## src/logic/chis_pkg.sv

```systemverilog
/*
 * constants of the card host raw event status block: register offsets,
 * bit positions, reset values and widths.
 * assumes a 32-bit avalon-mm slave with byte addresses.
 */
package chis_pkg;
    // ==========================================================
    // widths
    localparam int unsigned DATA_W = 32;  // bus data width
    localparam int unsigned ADDR_W = 4;   // byte address width
    localparam int unsigned FLAG_W = 18;  // clearable sticky flags
    localparam int unsigned SRC_W = 19;   // maskable sources
    // ==========================================================
    // register offsets
    localparam logic [3:0] OFS_STATUS = 4'h0;  // raw event status, ro
    localparam logic [3:0] OFS_MASK = 4'h4;    // source mask, rw
    localparam logic [3:0] OFS_CLEAR = 4'h8;   // flag clear, wo
    // ==========================================================
    // bit positions
    localparam int unsigned BIT_LINE3 = 19;       // live line 3 level
    localparam int unsigned BIT_SDIO = 18;        // card interrupt
    localparam int unsigned BIT_DATA_DONE = 17;   // data transfer done
    localparam int unsigned BIT_DATA_CRC = 16;    // data check failed
    localparam int unsigned BIT_REPLY = 15;       // reply captured
    localparam int unsigned BIT_REPLY_CRC = 14;   // reply check failed
    localparam int unsigned BIT_IDLE_LOW = 13;    // idle, line 3 low
    localparam int unsigned BIT_IDLE_HIGH = 12;   // idle, line 3 high
    localparam int unsigned BIT_CMD_SENT = 11;    // command sent
    localparam int unsigned BIT_BUSY_END = 10;    // card busy ended
    localparam int unsigned BIT_TX_POP = 9;       // tx fifo card-side error
    localparam int unsigned BIT_RX_PUSH = 8;      // rx fifo card-side error
    localparam int unsigned BIT_DMA_POP = 7;      // rx fifo bus-side error
    localparam int unsigned BIT_DMA_PUSH = 6;     // tx fifo bus-side error
    // ==========================================================
    // reset values
    localparam logic [31:0] STATUS_RST = 32'h00000000;
    localparam logic [18:0] MASK_RST = 19'h7FFFF;
    localparam logic [17:0] FLAG_RST = 18'h00000;
    localparam logic [31:0] RDATA_RST = 32'h00000000;
endpackage : chis_pkg

```

## src/logic/chis_evt_if.sv

```systemverilog
/*
 * bundle between the status controller, its sticky flag bank and its
 * line 3 tracker.
 * assumes all three parties run on the one block clock.
 */
`timescale 1ns/10ps
`default_nettype none
interface chis_evt_if;
    logic [17:0] set_vec;    // one-cycle set requests
    logic [17:0] clr_vec;    // one-cycle clear requests
    logic [17:0] flags;      // sticky flag state
    logic line3_level;       // registered line 3 level
    logic idle_low_set;      // idle while line 3 low
    logic idle_high_set;     // idle while line 3 high
    modport ctrl (output set_vec, output clr_vec, input flags,
                  input line3_level, input idle_low_set, input idle_high_set);
    modport bank (input set_vec, input clr_vec, output flags);
    modport track (output line3_level, output idle_low_set, output idle_high_set);
endinterface : chis_evt_if
`default_nettype wire

```

## src/logic/chis_flag_bank.sv

```systemverilog
/*
 * sticky raw event flags: set requests win over clear requests.
 * assumes set and clear vectors are one-cycle requests on mclk_i.
 */
`timescale 1ns/10ps
`default_nettype none
module chis_flag_bank (
    input wire logic mclk_i,       // block clock
    input wire logic nrst_i,       // sync reset, active low
    chis_evt_if.bank ev            // flag bundle
);
    // ==========================================================
    // flag storage
    logic [17:0] flags_reg;   // sticky flags
    logic [17:0] flags_next;  // next flag state

    // a set in the same cycle as a clear is kept, so no event is lost
    always_comb
    begin
        flags_next = (flags_reg & ~ev.clr_vec) | ev.set_vec;
    end

    // flags start cleared
    always_ff @(posedge mclk_i)
    begin
        if (!nrst_i)
        begin
            flags_reg <= chis_pkg::FLAG_RST;
        end
        else
        begin
            flags_reg <= flags_next;
        end
    end

    assign ev.flags = flags_reg;

    // ==========================================================
    // checks
    property p_set_wins;
        @(posedge mclk_i) disable iff (!nrst_i)
        (|ev.set_vec) |=> ((flags_reg & $past(ev.set_vec)) == $past(ev.set_vec));
    endproperty
    a_set_wins: assert property (p_set_wins) else $error("set lost to clear");

    property p_clr_only;
        @(posedge mclk_i) disable iff (!nrst_i)
        (|(ev.clr_vec & ~ev.set_vec)) |=> ((flags_reg & $past(ev.clr_vec & ~ev.set_vec)) == 18'h00000);
    endproperty
    a_clr_only: assert property (p_clr_only) else $error("flag not cleared");
endmodule : chis_flag_bank
`default_nettype wire

```

## src/logic/chis_line3_track.sv

```systemverilog
/*
 * line 3 level capture and idle-level event generation.
 * assumes the pin and the idle level are synchronous to mclk_i.
 */
`timescale 1ns/10ps
`default_nettype none
module chis_line3_track (
    input wire logic mclk_i,           // block clock
    input wire logic nrst_i,           // sync reset, active low
    input wire logic card_line3_pin_i, // card data line 3
    input wire logic data_idle_i,      // data engine idle
    chis_evt_if.track ev               // tracker bundle
);
    // ==========================================================
    // level capture
    logic line3_level_reg;  // one-cycle copy of the pin

    // keeps following the pin; it is never latched by an event
    always_ff @(posedge mclk_i)
    begin
        if (!nrst_i)
        begin
            line3_level_reg <= 1'b0;
        end
        else
        begin
            line3_level_reg <= card_line3_pin_i;
        end
    end

    assign ev.line3_level = line3_level_reg;
    // requests repeat every cycle the condition holds, so a clear
    // while the card still sits there is immediately undone
    assign ev.idle_low_set = data_idle_i & ~line3_level_reg;
    assign ev.idle_high_set = data_idle_i & line3_level_reg;
endmodule : chis_line3_track
`default_nettype wire

```

## src/logic/chis_status_ctrl.sv

```systemverilog
/*
 * raw event status controller of a memory-card host: gathers event
 * pulses into sticky flags, shows them unmasked on a read-only word,
 * masks them onto one level interrupt and clears them by write.
 * assumes an avalon-mm master with waitrequest on mclk_i and event
 * inputs that are one-cycle pulses synchronous to mclk_i.
 */
`timescale 1ns/10ps
`default_nettype none
module chis_status_ctrl (
    input wire logic mclk_i,                // block clock, 100 MHz
    input wire logic nrst_i,                // sync reset, active low
    // ==========================================================
    // avalon-mm slave
    input wire logic [3:0] avs_address_i,   // byte address
    input wire logic avs_read_i,            // read request
    input wire logic avs_write_i,           // write request
    input wire logic [31:0] avs_writedata_i,// write data
    input wire logic [3:0] avs_byteenable_i,// byte lanes
    output logic [31:0] avs_readdata_o,     // read data
    output logic avs_waitrequest_o,         // stall, high by default
    output logic irq_o,                     // level interrupt
    // ==========================================================
    // event sources
    input wire logic data_done_i,           // transfer finished
    input wire logic data_crc_err_i,        // data check mismatch
    input wire logic reply_ready_i,         // reply captured
    input wire logic reply_crc_err_i,       // reply check failed
    input wire logic cmd_sent_i,            // command sent
    input wire logic busy_end_i,            // card busy ended
    input wire logic tx_pop_err_i,          // tx fifo card-side error
    input wire logic rx_push_err_i,         // rx fifo card-side error
    input wire logic dma_pop_err_i,         // rx fifo bus-side error
    input wire logic dma_push_err_i,        // tx fifo bus-side error
    input wire logic [5:0] fifo_evt_i,      // fifo level events
    input wire logic sdio_card_irq_i,       // card interrupt level
    input wire logic data_idle_i,           // data engine idle
    input wire logic card_line3_pin_i       // card data line 3
);
    // ==========================================================
    // bus handshake states
    typedef enum logic [0:0] {
        CHIS_BUS_IDLE = 1'b0,   // waiting for a request
        CHIS_BUS_ACK = 1'b1     // waitrequest low, request taken
    } chis_bus_t;

    chis_bus_t bus_reg;              // handshake state
    chis_bus_t bus_next;             // next handshake state
    logic waitreq_reg;               // waitrequest flop
    logic [31:0] rdata_reg;          // read data flop
    logic [18:0] mask_reg;           // source mask
    logic sdio_reg;                  // registered card interrupt
    logic irq_reg;                   // interrupt flop
    logic [31:0] status_word;        // assembled raw word
    logic [31:0] rd_word;            // decoded read value
    logic take;                      // request taken this edge
    logic wr_mask;                   // mask write taken
    logic wr_clear;                  // clear write taken
    logic [31:0] lanes;              // byte enables as bit mask

    chis_evt_if ev ();               // bundle to the sub-blocks

    // ==========================================================
    // byte lanes to bit mask, used for mask and clear writes
    function automatic logic [31:0] be_bits(input logic [3:0] be);
        be_bits = {{8{be[3]}}, {8{be[2]}}, {8{be[1]}}, {8{be[0]}}};
    endfunction : be_bits

    // ==========================================================
    // sub-blocks
    chis_flag_bank u_bank (
        .mclk_i (mclk_i),
        .nrst_i (nrst_i),
        .ev     (ev)
    );

    chis_line3_track u_track (
        .mclk_i           (mclk_i),
        .nrst_i           (nrst_i),
        .card_line3_pin_i (card_line3_pin_i),
        .data_idle_i      (data_idle_i),
        .ev               (ev)
    );

    // ==========================================================
    // event gathering
    // each source sets its own flag; fifo level events ride along
    always_comb
    begin
        ev.set_vec = 18'h00000;
        ev.set_vec[chis_pkg::BIT_DATA_DONE] = data_done_i;
        ev.set_vec[chis_pkg::BIT_DATA_CRC] = data_crc_err_i;
        ev.set_vec[chis_pkg::BIT_REPLY] = reply_ready_i;
        ev.set_vec[chis_pkg::BIT_REPLY_CRC] = reply_crc_err_i;
        ev.set_vec[chis_pkg::BIT_IDLE_LOW] = ev.idle_low_set;
        ev.set_vec[chis_pkg::BIT_IDLE_HIGH] = ev.idle_high_set;
        ev.set_vec[chis_pkg::BIT_CMD_SENT] = cmd_sent_i;
        ev.set_vec[chis_pkg::BIT_BUSY_END] = busy_end_i;
        ev.set_vec[chis_pkg::BIT_TX_POP] = tx_pop_err_i;
        ev.set_vec[chis_pkg::BIT_RX_PUSH] = rx_push_err_i;
        ev.set_vec[chis_pkg::BIT_DMA_POP] = dma_pop_err_i;
        ev.set_vec[chis_pkg::BIT_DMA_PUSH] = dma_push_err_i;
        ev.set_vec[5:0] = fifo_evt_i;
    end

    // card interrupt is a level owned by the card; only servicing
    // the card drops it, so it has no clear path here
    always_ff @(posedge mclk_i)
    begin
        if (!nrst_i)
        begin
            sdio_reg <= 1'b0;
        end
        else
        begin
            sdio_reg <= sdio_card_irq_i;
        end
    end

    // raw word: no mask applied, reserved bits tied low
    always_comb
    begin
        status_word = chis_pkg::STATUS_RST;
        status_word[17:0] = ev.flags;
        status_word[chis_pkg::BIT_SDIO] = sdio_reg;
        status_word[chis_pkg::BIT_LINE3] = ev.line3_level;
    end

    // ==========================================================
    // bus handshake
    // request seen while idle: drop waitrequest for one cycle;
    // the master's request is taken at the end of that cycle
    always_comb
    begin
        bus_next = bus_reg;
        case (bus_reg)
            CHIS_BUS_IDLE:
            begin
                if (avs_read_i || avs_write_i)
                begin
                    bus_next = CHIS_BUS_ACK;
                end
            end
            CHIS_BUS_ACK:
            begin
                bus_next = CHIS_BUS_IDLE;
            end
            default:
            begin
                bus_next = CHIS_BUS_IDLE;
            end
        endcase
    end

    // state and waitrequest flop together
    always_ff @(posedge mclk_i)
    begin
        if (!nrst_i)
        begin
            bus_reg <= CHIS_BUS_IDLE;
            waitreq_reg <= 1'b1;
        end
        else
        begin
            bus_reg <= bus_next;
            waitreq_reg <= (bus_next != CHIS_BUS_ACK);
        end
    end

    assign take = (bus_reg == CHIS_BUS_ACK);
    assign lanes = be_bits(avs_byteenable_i);
    assign wr_mask = take && avs_write_i && (avs_address_i == chis_pkg::OFS_MASK);
    assign wr_clear = take && avs_write_i && (avs_address_i == chis_pkg::OFS_CLEAR);

    // ==========================================================
    // read decode
    // unmapped and write-only offsets read as zero
    always_comb
    begin
        if (avs_address_i == chis_pkg::OFS_STATUS)
        begin
            rd_word = status_word;
        end
        else if (avs_address_i == chis_pkg::OFS_MASK)
        begin
            rd_word = {13'h0, mask_reg};
        end
        else
        begin
            rd_word = chis_pkg::RDATA_RST;
        end
    end

    // read data is a snapshot taken as waitrequest drops
    always_ff @(posedge mclk_i)
    begin
        if (!nrst_i)
        begin
            rdata_reg <= chis_pkg::RDATA_RST;
        end
        else if (bus_reg == CHIS_BUS_IDLE && avs_read_i)
        begin
            rdata_reg <= rd_word;
        end
    end

    // ==========================================================
    // mask register
    // writes to the status offset land nowhere, so it stays read-only
    always_ff @(posedge mclk_i)
    begin
        if (!nrst_i)
        begin
            mask_reg <= chis_pkg::MASK_RST;
        end
        else if (wr_mask)
        begin
            mask_reg <= (mask_reg & ~lanes[18:0]) | (avs_writedata_i[18:0] & lanes[18:0]);
        end
    end

    // ==========================================================
    // clear register
    // only the clearable flags; bit 18 and 19 are not reachable here
    always_comb
    begin
        ev.clr_vec = 18'h00000;
        if (wr_clear)
        begin
            ev.clr_vec = avs_writedata_i[17:0] & lanes[17:0];
        end
    end

    // ==========================================================
    // interrupt
    // registered for a clean pin; trails the flags by one cycle
    always_ff @(posedge mclk_i)
    begin
        if (!nrst_i)
        begin
            irq_reg <= 1'b0;
        end
        else
        begin
            irq_reg <= |(status_word[18:0] & ~mask_reg);
        end
    end

    assign avs_readdata_o = rdata_reg;
    assign avs_waitrequest_o = waitreq_reg;
    assign irq_o = irq_reg;

    // ==========================================================
    // checks
    property p_raw_read;
        @(posedge mclk_i) disable iff (!nrst_i)
        (bus_reg == CHIS_BUS_IDLE && avs_read_i && avs_address_i == chis_pkg::OFS_STATUS)
        |=> (avs_readdata_o == $past(status_word));
    endproperty
    a_raw_read: assert property (p_raw_read) else $error("status read not raw");

    property p_line3;
        @(posedge mclk_i) disable iff (!nrst_i)
        ##1 (status_word[19] == $past(card_line3_pin_i));
    endproperty
    a_line3: assert property (p_line3) else $error("bit 19 not line 3");

    property p_sdio_keep;
        @(posedge mclk_i) disable iff (!nrst_i)
        (sdio_card_irq_i && wr_clear && avs_writedata_i[18]) |=> status_word[18];
    endproperty
    a_sdio_keep: assert property (p_sdio_keep) else $error("card irq cleared");

    property p_done;
        @(posedge mclk_i) disable iff (!nrst_i)
        data_done_i |=> status_word[17];
    endproperty
    a_done: assert property (p_done) else $error("done flag missing");

    property p_reply;
        @(posedge mclk_i) disable iff (!nrst_i)
        (reply_ready_i |=> status_word[15]) and (reply_crc_err_i |=> status_word[14]);
    endproperty
    a_reply: assert property (p_reply) else $error("reply flags missing");

    property p_idle_low;
        @(posedge mclk_i) disable iff (!nrst_i)
        (data_idle_i && !card_line3_pin_i) ##1 data_idle_i |=> status_word[13];
    endproperty
    a_idle_low: assert property (p_idle_low) else $error("idle low flag missing");

    property p_idle_high;
        @(posedge mclk_i) disable iff (!nrst_i)
        (data_idle_i && card_line3_pin_i) ##1 data_idle_i |=> status_word[12];
    endproperty
    a_idle_high: assert property (p_idle_high) else $error("idle high flag missing");

    property p_reserved;
        @(posedge mclk_i) disable iff (!nrst_i)
        avs_readdata_o[31:20] == 12'h000;
    endproperty
    a_reserved: assert property (p_reserved) else $error("reserved bits set");

    property p_mask_rst;
        @(posedge mclk_i) disable iff (!nrst_i)
        $past(!nrst_i) |-> (mask_reg == chis_pkg::MASK_RST && status_word == chis_pkg::STATUS_RST);
    endproperty
    a_mask_rst: assert property (p_mask_rst) else $error("bad reset values");

    property p_clear17;
        @(posedge mclk_i) disable iff (!nrst_i)
        (wr_clear && avs_byteenable_i[2] && avs_writedata_i[17] && !data_done_i) |=> !status_word[17];
    endproperty
    a_clear17: assert property (p_clear17) else $error("clear ignored");

    property p_irq;
        @(posedge mclk_i) disable iff (!nrst_i)
        (|(status_word[18:0] & ~mask_reg)) [*2] |-> irq_o;
    endproperty
    a_irq: assert property (p_irq) else $error("irq not raised");

    property p_irq_low;
        @(posedge mclk_i) disable iff (!nrst_i)
        (!(|(status_word[18:0] & ~mask_reg))) [*2] |-> !irq_o;
    endproperty
    a_irq_low: assert property (p_irq_low) else $error("irq stuck high");

    property p_answer;
        @(posedge mclk_i) disable iff (!nrst_i)
        ((avs_read_i || avs_write_i) && avs_waitrequest_o) |-> ##[0:1] !avs_waitrequest_o;
    endproperty
    a_answer: assert property (p_answer) else $error("no bus answer");

    c_read: cover property (@(posedge mclk_i) disable iff (!nrst_i)
        take && avs_read_i && avs_address_i == chis_pkg::OFS_STATUS);
    c_clear: cover property (@(posedge mclk_i) disable iff (!nrst_i)
        wr_clear && (|(ev.clr_vec & ev.flags)));
    c_irq: cover property (@(posedge mclk_i) disable iff (!nrst_i) $rose(irq_o));
endmodule : chis_status_ctrl
`default_nettype wire

```

## config.mk

```make
export PLATFORM = sky130hd
export DESIGN_NAME = chis_status_ctrl
export DESIGN_NICKNAME = d
export VERILOG_FILES = /design/src/logic/chis_pkg.sv /design/src/logic/chis_evt_if.sv /design/src/logic/chis_flag_bank.sv /design/src/logic/chis_line3_track.sv /design/src/logic/chis_status_ctrl.sv
export SDC_FILE = /design/constraint.sdc
export NUM_CORES = 1
export LEC_CHECK = 0
export ABC_AREA = 1
export BUFFER_PORTS_ARGS = -buffer_cell sky130_fd_sc_hd__buf_2
export CORE_MARGIN = 2
export CORE_UTILIZATION = 46
export CTS_CLUSTER_SIZE = 24
export DETAILED_ROUTE_END_ITERATION = 6
export GPL_TIMING_DRIVEN = 1
export PLACE_DENSITY = 0.73
export RECOVER_POWER = 25
export SLEW_MARGIN = 30
export SYNTH_ARGS = -nofsm -noshare
export SYNTH_HDL_FRONTEND = slang
export SYNTH_SLANG_ARGS = --single-unit
```

## constraint.sdc

```tcl
create_clock -name mclk_i -period 1 [get_ports mclk_i]
set_input_delay 0.1 -clock mclk_i [delete_from_list [all_inputs] [get_ports mclk_i]]
set_output_delay 0.1 -clock mclk_i [all_outputs]
set_load 0.01 [all_outputs]
```

==> flow_metrics.tcl, run 1 <==
set metrics [dict create \
    yosys.area_share.simple_pct 31.4 \
    path_delay_family "buffers and inverters" \
    r2r_setup_slack_ns -0.16 \
    io_buffers 70 \
    fin_ws_ns -0.158 \
    drcViolationCount 0 \
    first_global_vias 2832 \
    yosysTopAreaCell "dfxtp_1" \
    ys_ff_latch 62 \
    grt_overflow 0 \
    clk_latency_ns 0.33 \
    multi_input_area_um2 1370 \
    synth-xor-area-share_pct 0 \
    seq_area_frac_synth_pct 41.2 \
    fin_crit_ns 1.16 \
    crit_type "flop to flop" \
    dp_hpwl_um 4980 \
    fin_skew_ns 0.00828 \
    status "finished with violations" \
    nets 618 \
    critPathCaptureType "flop" \
    hold_viol 0 \
    cts.sinks 62 \
    ys_top_cells_by_count "nand2_1, inv_1, dfxtp_1, nor2_1, nand3_1" \
    seq_area_um2 1250 \
    diodes 0 \
    rr_startpoint "bus_reg$_SDFF_PN0_" \
    start_util_pct 47.4 \
    synth_top_family_by_area "simple AND/OR/NAND/NOR gates" \
    grtUsageTotal_pct 20.6 \
    fmax_ghz 0.864 \
    htree_levels 3 \
    grt_max_degree 58 \
    firstDrtPassIters 4 \
    setup_viol 57 \
    wirelength_um 7550 \
    worstPathCellList "nand2_2 > inv_2 > nand2_2 > nor2_4 > buf_6 > buf_4 > a21oi_2 > o21ai_1" \
    die-width_um 84.9 \
    fin_crit_sh_pct 116 \
    layout-drive-gt1-share_pct 24.5 \
    ioPinCount 97 \
    yosys_warnings 0 \
    violations "negative setup slack" \
    worstHoldEndpoint "u_bank.ev.flags[0]$_SDFF_PN0_" \
    gp_congestion 0.821 \
    hp-start "fifo_evt_i[0]" \
    synthFlopType "dfxtp_1" \
    slowest_delay_ns 0.35 \
    hold_depth 3 \
    p_per_area_nw_per_um2 1390 \
    drt_iter0_markers 205 \
    cts_tree "built" \
    synth_adder_area_share_pct 0 \
    synth_compound_area_share_pct 9.31 \
    synth_cell_type_count 18 \
    synth.area.top_cells "dfxtp_1, nand2_1, inv_1" \
    grt_setup_unrepaired "yes" \
    cts.path.max_buffers 2 \
    nFillCells 630 \
    syn_area_um2 3010 \
    drv_slew 0 \
    vias 3004 \
    antenna_found_initial 0 \
    p_leak_nw 2.21 \
    hold_path.class "input port to flop" \
    core_area_um2 6350 \
    fin_setup_tns_ns -3.90 \
    ant_nets 0 \
    reg2reg_depth 8 \
    synth_most_common_cell "nand2_1" \
    synth_edf_count 0 \
    netlist_instances 465 \
    cts_root_buf "clkbuf_8" \
    clk_pin_slew_worst_paths_ns 0.07 \
    postLayoutCoreUtil_pct 60.6 \
    area_delta_synth_final_pct 27.8 \
    crit_buf_inv 3 \
    worst-path-max-fanout 8 \
    synth_top_cell_area_share_pct 41.2 \
    rows 29 \
    async_reset_ff_share_pct 0 \
    die_h_um 84.9 \
    max-cap-violations 0 \
    grt_pass1_wl_um 12000 \
    dieArea_um2 7200 \
    cp-start-kind "flop" \
    cts_buffers 9 \
    avgSynthCellArea_um2 6.47 \
    cp_common_cell "nand2_2" \
    crit_arrival_ns 1.42 \
    required_ns 1.26 \
    vdd_drop_max_mv 0.809 \
    vias_per_cell 4.72 \
    wire_per_inst_um 11.9 \
    synthMuxAreaShare_pct 0 \
    cpMaxStageDelayCell "dfxtp_2" \
]
worst max path at each step:
stage	from	end	slack [ns]	cells past startpoint
2_1_floorplan	bus_reg$_SDFF_PN0_	u_bank.ev.flags[13]$_SDFF_PN0_	-0.03	8
3_3_place_gp	avs_address_i[1]	avs_readdata_o[17]$_SDFFE_PN0P_	-0.14	10
3_5_place_dp	avs_address_i[1]	avs_readdata_o[2]$_SDFFE_PN0P_	-0.18	10
4_1_cts	bus_reg$_SDFF_PN0_	flop	-0.13	8
5_1_grt	bus_reg$_SDFF_PN0_	flop	-0.21	8
6_report	bus_reg$_SDFF_PN0_	flop	-0.16	8
placed cells by master, fill, tap and decap left out, drive strengths merged:
| master | count |
|---|---|
| dfxtp | 62 |
| and2 | 3 |
| clkbuf | 14 |
| inv | 84 |
| nor3 | 1 |
| nand3 | 40 |
| buf | 88 |
| conb | 12 |
| o21ai | 19 |
| dlygate4sd3 | 10 |
| nand2 | 131 |
| a21oi | 37 |
| clkinv | 2 |
| nor2 | 56 |
worst min-delay path, delay by kind of cell:
family,cells,cell delay [ns]
AO/OA/AOI/OAI,1,0.06
buffers and inverters,2,0.13
cells by family after synthesis:
| logic type | count (synthesis) |
|---|---|
| AOI/OAI and AO/OA | 56 |
| DFF | 62 |
| and+or+nand+nor | 229 |
| other | 1 |
| buffers and inverters | 117 |
timing repair:
item                       CTS  global route
pin swaps                    2             5
hold endpoints to repair    10             0
hold buffers                10             0
gates resized for setup     15            21
gates cloned                 0             2
setup endpoints to repair   56            58
setup buffers                1             1
power by group:
| group | internal (mW) | total, mW | switching, mW |
|---|---|---|---|
| Sequential | 2.60 | 2.67 | 0.0752 |
| Combinational | 0.331 | 0.774 | 0.443 |
| Clock | 1.02 | 1.91 | 0.893 |
| Total | 3.95 | 5.36 | 1.41 |
metrics by stage:
step	hold slack (ns)	worst slack (ns)	cell area, um^2	std cells	power [mW]
2_1_floorplan	0.184	-0.0322	3070	476	3.19
3_3_place_gp	0.288	-0.138	3470	607	3.43
3_5_place_dp	0.285	-0.184	3470	607	3.45
4_1_cts	0.000986	-0.134	3770	633	5.39
5_1_grt	0.00247	-0.212	3850	636	5.63
6_report	0.0110	-0.158	3850	636	5.36
layout make-up:
class / count / area share (%)
timing repair buffer: 98 / 16.7
tap: 77 / 2.50
clock inverter: 1 / 0.130
multi-input combinational: 299 / 35.6
sequential: 62 / 32.5
clock buffer: 14 / 4.23
inverter: 85 / 8.36
layer usage:
layer  part of all wire, %  up-vias  global-route usage [%]  wire length [um]
met5                     0        -                       0                 0
met4                   1.7        0                    9.24               125
met3                   6.7       10                    3.11               508
met2                    49      103                    35.7              3670
met1                    43     1340                    25.3              3250
li1                      -     1551                       -                 -
Note: power is estimated with default switching activity, not from simulation.
==> run 2: changes to the inputs <==
--- a/config.mk
+++ b/config.mk
@@ -12,7 +12,7 @@
 export CTS_CLUSTER_SIZE = 24
 export DETAILED_ROUTE_END_ITERATION = 6
 export GPL_TIMING_DRIVEN = 1
-export PLACE_DENSITY = 0.73
+export PLACE_DENSITY_LB_ADDON = 0.3
 export RECOVER_POWER = 25
 export SLEW_MARGIN = 30
 export SYNTH_ARGS = -nofsm -noshare
==> flow_metrics.tcl, run 2 (synthesis gave the netlist of run 1 again) <==
set metrics [dict create \
    status "finished with violations" \
    violations "negative setup slack" \
    dp_hpwl_um 5150 \
    p_switching_mw 1.52 \
    holdWs_ns 0.00601 \
    wirelength_um 8250 \
    grt_max_degree 21 \
    io_buffers 70 \
    switching_share_pct 25.1 \
    cts_buffers 9 \
    fin_skew_ns 0.00622 \
    clk_latency_ns 0.34 \
    setup_viol 57 \
    fin_crit_sh_pct 119 \
    crit_type "flop to flop" \
    rows 29 \
    critPathCaptureType "flop" \
    drt_iter0_markers 254 \
    max-cap-violations 0 \
    vias 3162 \
    dieArea_um2 7200 \
    seq_area_um2 1260 \
    fin_ws_ns -0.190 \
    cts_root_buf "clkbuf_8" \
    reg2reg_depth 8 \
    cts_tree "built" \
    vias_per_cell 4.81 \
    htree_levels 3 \
    vdd_drop_max_mv 1.33 \
    nets 638 \
    start_util_pct 47.4 \
    p_leak_nw 2.38 \
    combPwrFrac_pct 16.2 \
    most-common-layout-cells "nand2_1, inv_1, buf_2, dfxtp_1, nor2_1" \
    cts.path.max_buffers 2 \
    p_int_mw 4.53 \
    crit_start "bus_reg$_SDFF_PN0_" \
    grt_overflow 0 \
    drv_slew 0 \
    hold_path.class "input port to flop" \
    grt_pass1_wl_um 12500 \
    rr_startpoint "bus_reg$_SDFF_PN0_" \
    worst-path-max-fanout 10 \
    wire_per_inst_um 12.6 \
    firstDrtPassIters 5 \
    die-width_um 84.9 \
    drcViolationCount 0 \
    cts.sinks 62 \
    dp_slack_ns -0.221 \
    antenna_found_initial 0 \
    fin_total_pwr_mw 6.06 \
    multi_input_area_um2 1410 \
    fmax_ghz 0.841 \
    first_global_vias 2821 \
    nFillCells 554 \
    gp_congestion 0.886 \
    crit_arrival_ns 1.47 \
    fin_setup_tns_ns -6.35 \
    diodes 0 \
    clk_pin_slew_worst_paths_ns 0.06 \
    endpoint "avs_readdata_o[4]$_SDFFE_PN0P_" \
    die_h_um 84.9 \
    grt_setup_unrepaired "yes" \
    reg2reg_to "avs_readdata_o[4]$_SDFFE_PN0P_" \
    ioPinCount 97 \
    fin_crit_ns 1.19 \
    clockPowerShare_pct 39.6 \
    r2r_setup_slack_ns -0.19 \
    area_delta_synth_final_pct 40.7 \
    p_per_area_nw_per_um2 1430 \
    core_area_um2 6350 \
    cp-start-kind "flop" \
    mostFrequentLayoutCell "nand2_1" \
    ant_nets 0 \
    layout-drive-gt1-share_pct 30.5 \
    hold_viol 0 \
    power_frac_seq_pct 44.3 \
    required_ns 1.28 \
    grtUsageTotal_pct 22.0 \
]
## run 2: worst min-delay path by stage
stage,from,to,slack [ns],cells past startpoint
floorplan,nrst_i,flop,0.18,1
global route,busy_end_i,u_bank.ev.flags[10]$_SDFF_PN0_,0.006,3
global placement,sdio_card_irq_i,sdio_reg$_SDFF_PN0_,0.29,3
detailed placement,card_line3_pin_i,u_track.ev.line3_level$_SDFF_PN0_,0.29,3
finish,fifo_evt_i[3],u_bank.ev.flags[3]$_SDFF_PN0_,0.006,3
CTS,busy_end_i,u_bank.ev.flags[10]$_SDFF_PN0_,0.0009,3
## run 2: layout make-up
class | count | share of cell area [%]
sequential | 62 | 29.7
timing repair buffer | 120 | 22.2
clock inverter | 4 | 1.65
clock buffer | 12 | 3.43
tap | 77 | 2.28
inverter | 85 | 7.54
multi-input combinational | 297 | 33.2
## run 2: what timing repair did
action	4_1_cts	5_1_grt
endpoints found under the setup margin	57	58
endpoints found under the hold margin	13	1
pin swaps	3	13
hold buffers	13	1
gates resized for setup	18	43
cloned	3	3
buffers inserted	3	2
## run 2: metrics by stage
stage / util, % / instances / area, um^2
final: 66.7 / 657 / 4230
after global routing: 66.7 / 657 / 4230
after CTS: 64.2 / 652 / 4070
after detailed placement: 56.1 / 617 / 3560
after global placement: 56.1 / 617 / 3560
after floorplan: - / 476 / 3070
## run 2: critical path: stages, from the launching register on
cell and delay [ns]:
dfxtp_2 0.32, buf_6 0.11, nor2_4 0.13, buf_12 0.16, clkbuf_16 0.17, nor2_1 0.04, nor2_1 0.08, nand2_1 0.07
inv_1 0.06
## run 2: power by group through the flow
| stage | sequential, mW | combinational [mW] | clock (mW) |
|---|---|---|---|
| after floorplan | 2.74 | 0.443 | 0 |
| after global placement | 2.72 | 0.732 | 0 |
| after detailed placement | 2.73 | 0.745 | 0 |
| after CTS | 2.67 | 0.897 | 2.44 |
| after global routing | 2.69 | 1.07 | 2.56 |
| final | 2.68 | 0.979 | 2.40 |
## run 2: routing by layer
layer | routed length [um] | share of wire (%) | global-route usage, %
met5 | 0 | 0 | 0
met4 | 123 | 1.5 | 9.09
met3 | 506 | 6.1 | 4.57
met2 | 3960 | 48 | 36.6
met1 | 3650 | 44 | 27.9
==> run 3: changes to the inputs <==
--- a/config.mk
+++ b/config.mk
@@ -5,10 +5,10 @@
 export SDC_FILE = /design/constraint.sdc
 export NUM_CORES = 1
 export LEC_CHECK = 0
-export ABC_AREA = 1
+export ABC_AREA = 0
 export BUFFER_PORTS_ARGS = -buffer_cell sky130_fd_sc_hd__buf_2
 export CORE_MARGIN = 2
-export CORE_UTILIZATION = 46
+export CORE_UTILIZATION = 44
 export CTS_CLUSTER_SIZE = 24
 export DETAILED_ROUTE_END_ITERATION = 6
 export GPL_TIMING_DRIVEN = 1
==> flow_metrics.tcl, run 3 <==
set metrics [dict create \
    vdd_drop_max_mv 1.37 \
    p_per_area_nw_per_um2 1480 \
    worstPathCellList "nor4bb_4 > buf_6 > and3_4 > a21boi_2 > o21a_1" \
    holdWs_ns 0.0113 \
    r2r_setup_slack_ns -0.27 \
    reg2reg_to "u_bank.ev.flags[13]$_SDFF_PN0_" \
    yosys.area_share.simple_pct 17.9 \
    cts_buffers 9 \
    start_util_pct 44.9 \
    dieArea_um2 6560 \
    rows 28 \
    setup_viol 60 \
    firstDrtPassIters 7 \
    synthMuxAreaShare_pct 1.15 \
    cts.path.max_buffers 2 \
    dpl_cell_area_um2 3440 \
    htree_levels 3 \
    grt_max_degree 25 \
    avgSynthCellArea_um2 8.61 \
    synth_edf_count 0 \
    cpMaxStageDelayCell "dfxtp_2" \
    layout-drive-gt1-share_pct 47.7 \
    ys_ff_latch 62 \
    yosys_warnings 0 \
    most-common-layout-cells "buf_2, dfxtp_1, buf_4, inv_1, nand2_1" \
    required_ns 1.23 \
    drt_iter0_markers 139 \
    fmax_ghz 0.790 \
    drv_slew 0 \
    vias 2750 \
    synthFlopType "dfxtp_1" \
    antenna_found_initial 0 \
    clk_latency_ns 0.34 \
    synth-xor-area-share_pct 0 \
    netlist_instances 303 \
    synth.area.top_cells "dfxtp_1, a211oi_1, a22oi_1" \
    ioPinCount 97 \
    path_delay_family "simple AND/OR/NAND/NOR gates" \
    core_area_um2 5820 \
    reg2reg_depth 5 \
    die_h_um 81.0 \
    first_global_vias 2722 \
    crit_buf_inv 1 \
    fin_crit_sh_pct 127 \
    critPathCaptureType "flop" \
    crit_arrival_ns 1.50 \
    area_delta_synth_final_pct 63.3 \
    ys_top_cells_by_count "dfxtp_1, nand2_1, inv_1, nor2_1, a211oi_1" \
    die-width_um 81.0 \
    worstHoldEndpoint "u_bank.ev.flags[4]$_SDFF_PN0_" \
    crit_type "flop to flop" \
    max-cap-violations 0 \
    violations "negative setup slack" \
    crit_start "bus_reg$_SDFF_PN0_" \
    hold_path.class "input port to flop" \
    synth_compound_area_share_pct 22.4 \
    fin_area_um2 4260 \
    grt_pass1_wl_um 12500 \
    cp-start-kind "flop" \
    wirelength_um 8070 \
    gp_congestion 0.851 \
    hold_depth 3 \
    mostFrequentLayoutCell "buf_2" \
    cts_root_buf "clkbuf_8" \
    cts.sinks 62 \
    clk_pin_slew_worst_paths_ns 0.07 \
    wire_per_inst_um 15.3 \
    synth_adder_area_share_pct 0 \
    hp-start "fifo_evt_i[4]" \
    dp_hpwl_um 5250 \
    ant_nets 0 \
    slowest_delay_ns 0.33 \
    nets 510 \
    cts_tree "built" \
    grt_setup_unrepaired "yes" \
    p_leak_nw 1.94 \
    synth_top_family_by_area "compound AO/OA/AOI/OAI gates" \
    synth_most_common_cell "dfxtp_1" \
    vias_per_cell 5.23 \
    rr_startpoint "bus_reg$_SDFF_PN0_" \
    seq_area_frac_synth_pct 47.6 \
    worst-path-max-fanout 8 \
    synth_cell_type_count 39 \
    grtUsageTotal_pct 25.1 \
    fin_ws_ns -0.267 \
    io_buffers 70 \
    fin_crit_ns 1.27 \
    yosysTopAreaCell "dfxtp_1" \
    fin_skew_ns 0.00663 \
    diodes 0 \
    hold_viol 0 \
    status "finished with violations" \
    async_reset_ff_share_pct 0 \
    grt_overflow 0 \
    drcViolationCount 0 \
    synth_top_cell_area_share_pct 47.6 \
    syn_area_um2 2610 \
]
run 3: changes by cell type after synthesis, moves of 7 or more:
cell	previous run	this run
nor2_1	50	22
inv_1	85	27
nand2_1	130	32
a31oi_1	0	15
a21oi_1	37	4
nand2b_1	0	7
a211oi_1	0	19
nand3_1	40	16
a22oi_1	0	18
run 3: worst max-delay path by stage:
stage	end	cells after the start
2_1_floorplan	u_bank.ev.flags[13]$_SDFF_PN0_	6
3_3_place_gp	u_bank.ev.flags[13]$_SDFF_PN0_	6
3_5_place_dp	flop	6
4_1_cts	u_bank.ev.flags[13]$_SDFF_PN0_	5
5_1_grt	u_bank.ev.flags[13]$_SDFF_PN0_	5
6_report	u_bank.ev.flags[13]$_SDFF_PN0_	5
run 3: area by class of cell:
cell class | count | area [um^2]
fill | 431 | 1550
multi-input combinational | 195 | 1440
sequential | 62 | 1250
timing repair buffer | 152 | 1130
clock buffer | 11 | 141
inverter | 27 | 101
clock inverter | 4 | 95.1
tap | 75 | 93.8
run 3: kinds of logic after synthesis:
logic type	count (synthesis)
AOI/OAI and AO/OA	85
buffers and inverters	57
DFF	62
muxes	3
other	1
and+or+nand+nor	95
run 3: worst register-to-register path, delay by kind of cell, from the launching register on:
kind,cells,cell delay [ns]
simple gates,2,0.44
flops,1,0.33
compound gates,2,0.22
buf+inv,1,0.17
run 3: repair_timing:
action / CTS / global route
gates resized for setup: 46 / 31
hold buffers: 22 / 0
cloned: 2 / 0
pin swaps: 22 / 14
endpoints found under the hold margin: 29 / 0
endpoints found under the setup margin: 58 / 60
setup buffers: 9 / 1
run 3: layer usage:
| layer | share of wire (%) | up-vias | global-route usage (%) |
|---|---|---|---|
| met2 | 51 | 121 | 43.8 |
| met3 | 6.2 | 15 | 4.56 |
| met4 | 1.9 | 0 | 13.2 |
| li1 | - | 1328 | - |
| met1 | 41 | 1286 | 29.3 |
| met5 | 0 | - | 0 |
run 3: power breakdown:
| group | leakage (nW) | internal (mW) | switching, mW |
|---|---|---|---|
| Combinational | 1.31 | 0.486 | 0.448 |
| Clock | 0.119 | 1.71 | 0.976 |
| Sequential | 0.509 | 2.60 | 0.0848 |
| Total | 1.94 | 4.79 | 1.51 |
run 3: per-stage QoR:
step | std cells | setup WS, ns | total power [mW] | utilization [%] | TNS, ns
final | 526 | -0.267 | 6.30 | 73.3 | -11.62
after global routing | 526 | -0.316 | 6.49 | 73.3 | -15.46
after CTS | 527 | -0.293 | 6.23 | 71.5 | -13.28
after detailed placement | 481 | -0.322 | 3.40 | 59.1 | -13.27
after global placement | 481 | -0.278 | 3.38 | 59.1 | -11.58
after floorplan | 314 | -0.302 | 3.06 | - | -7.19
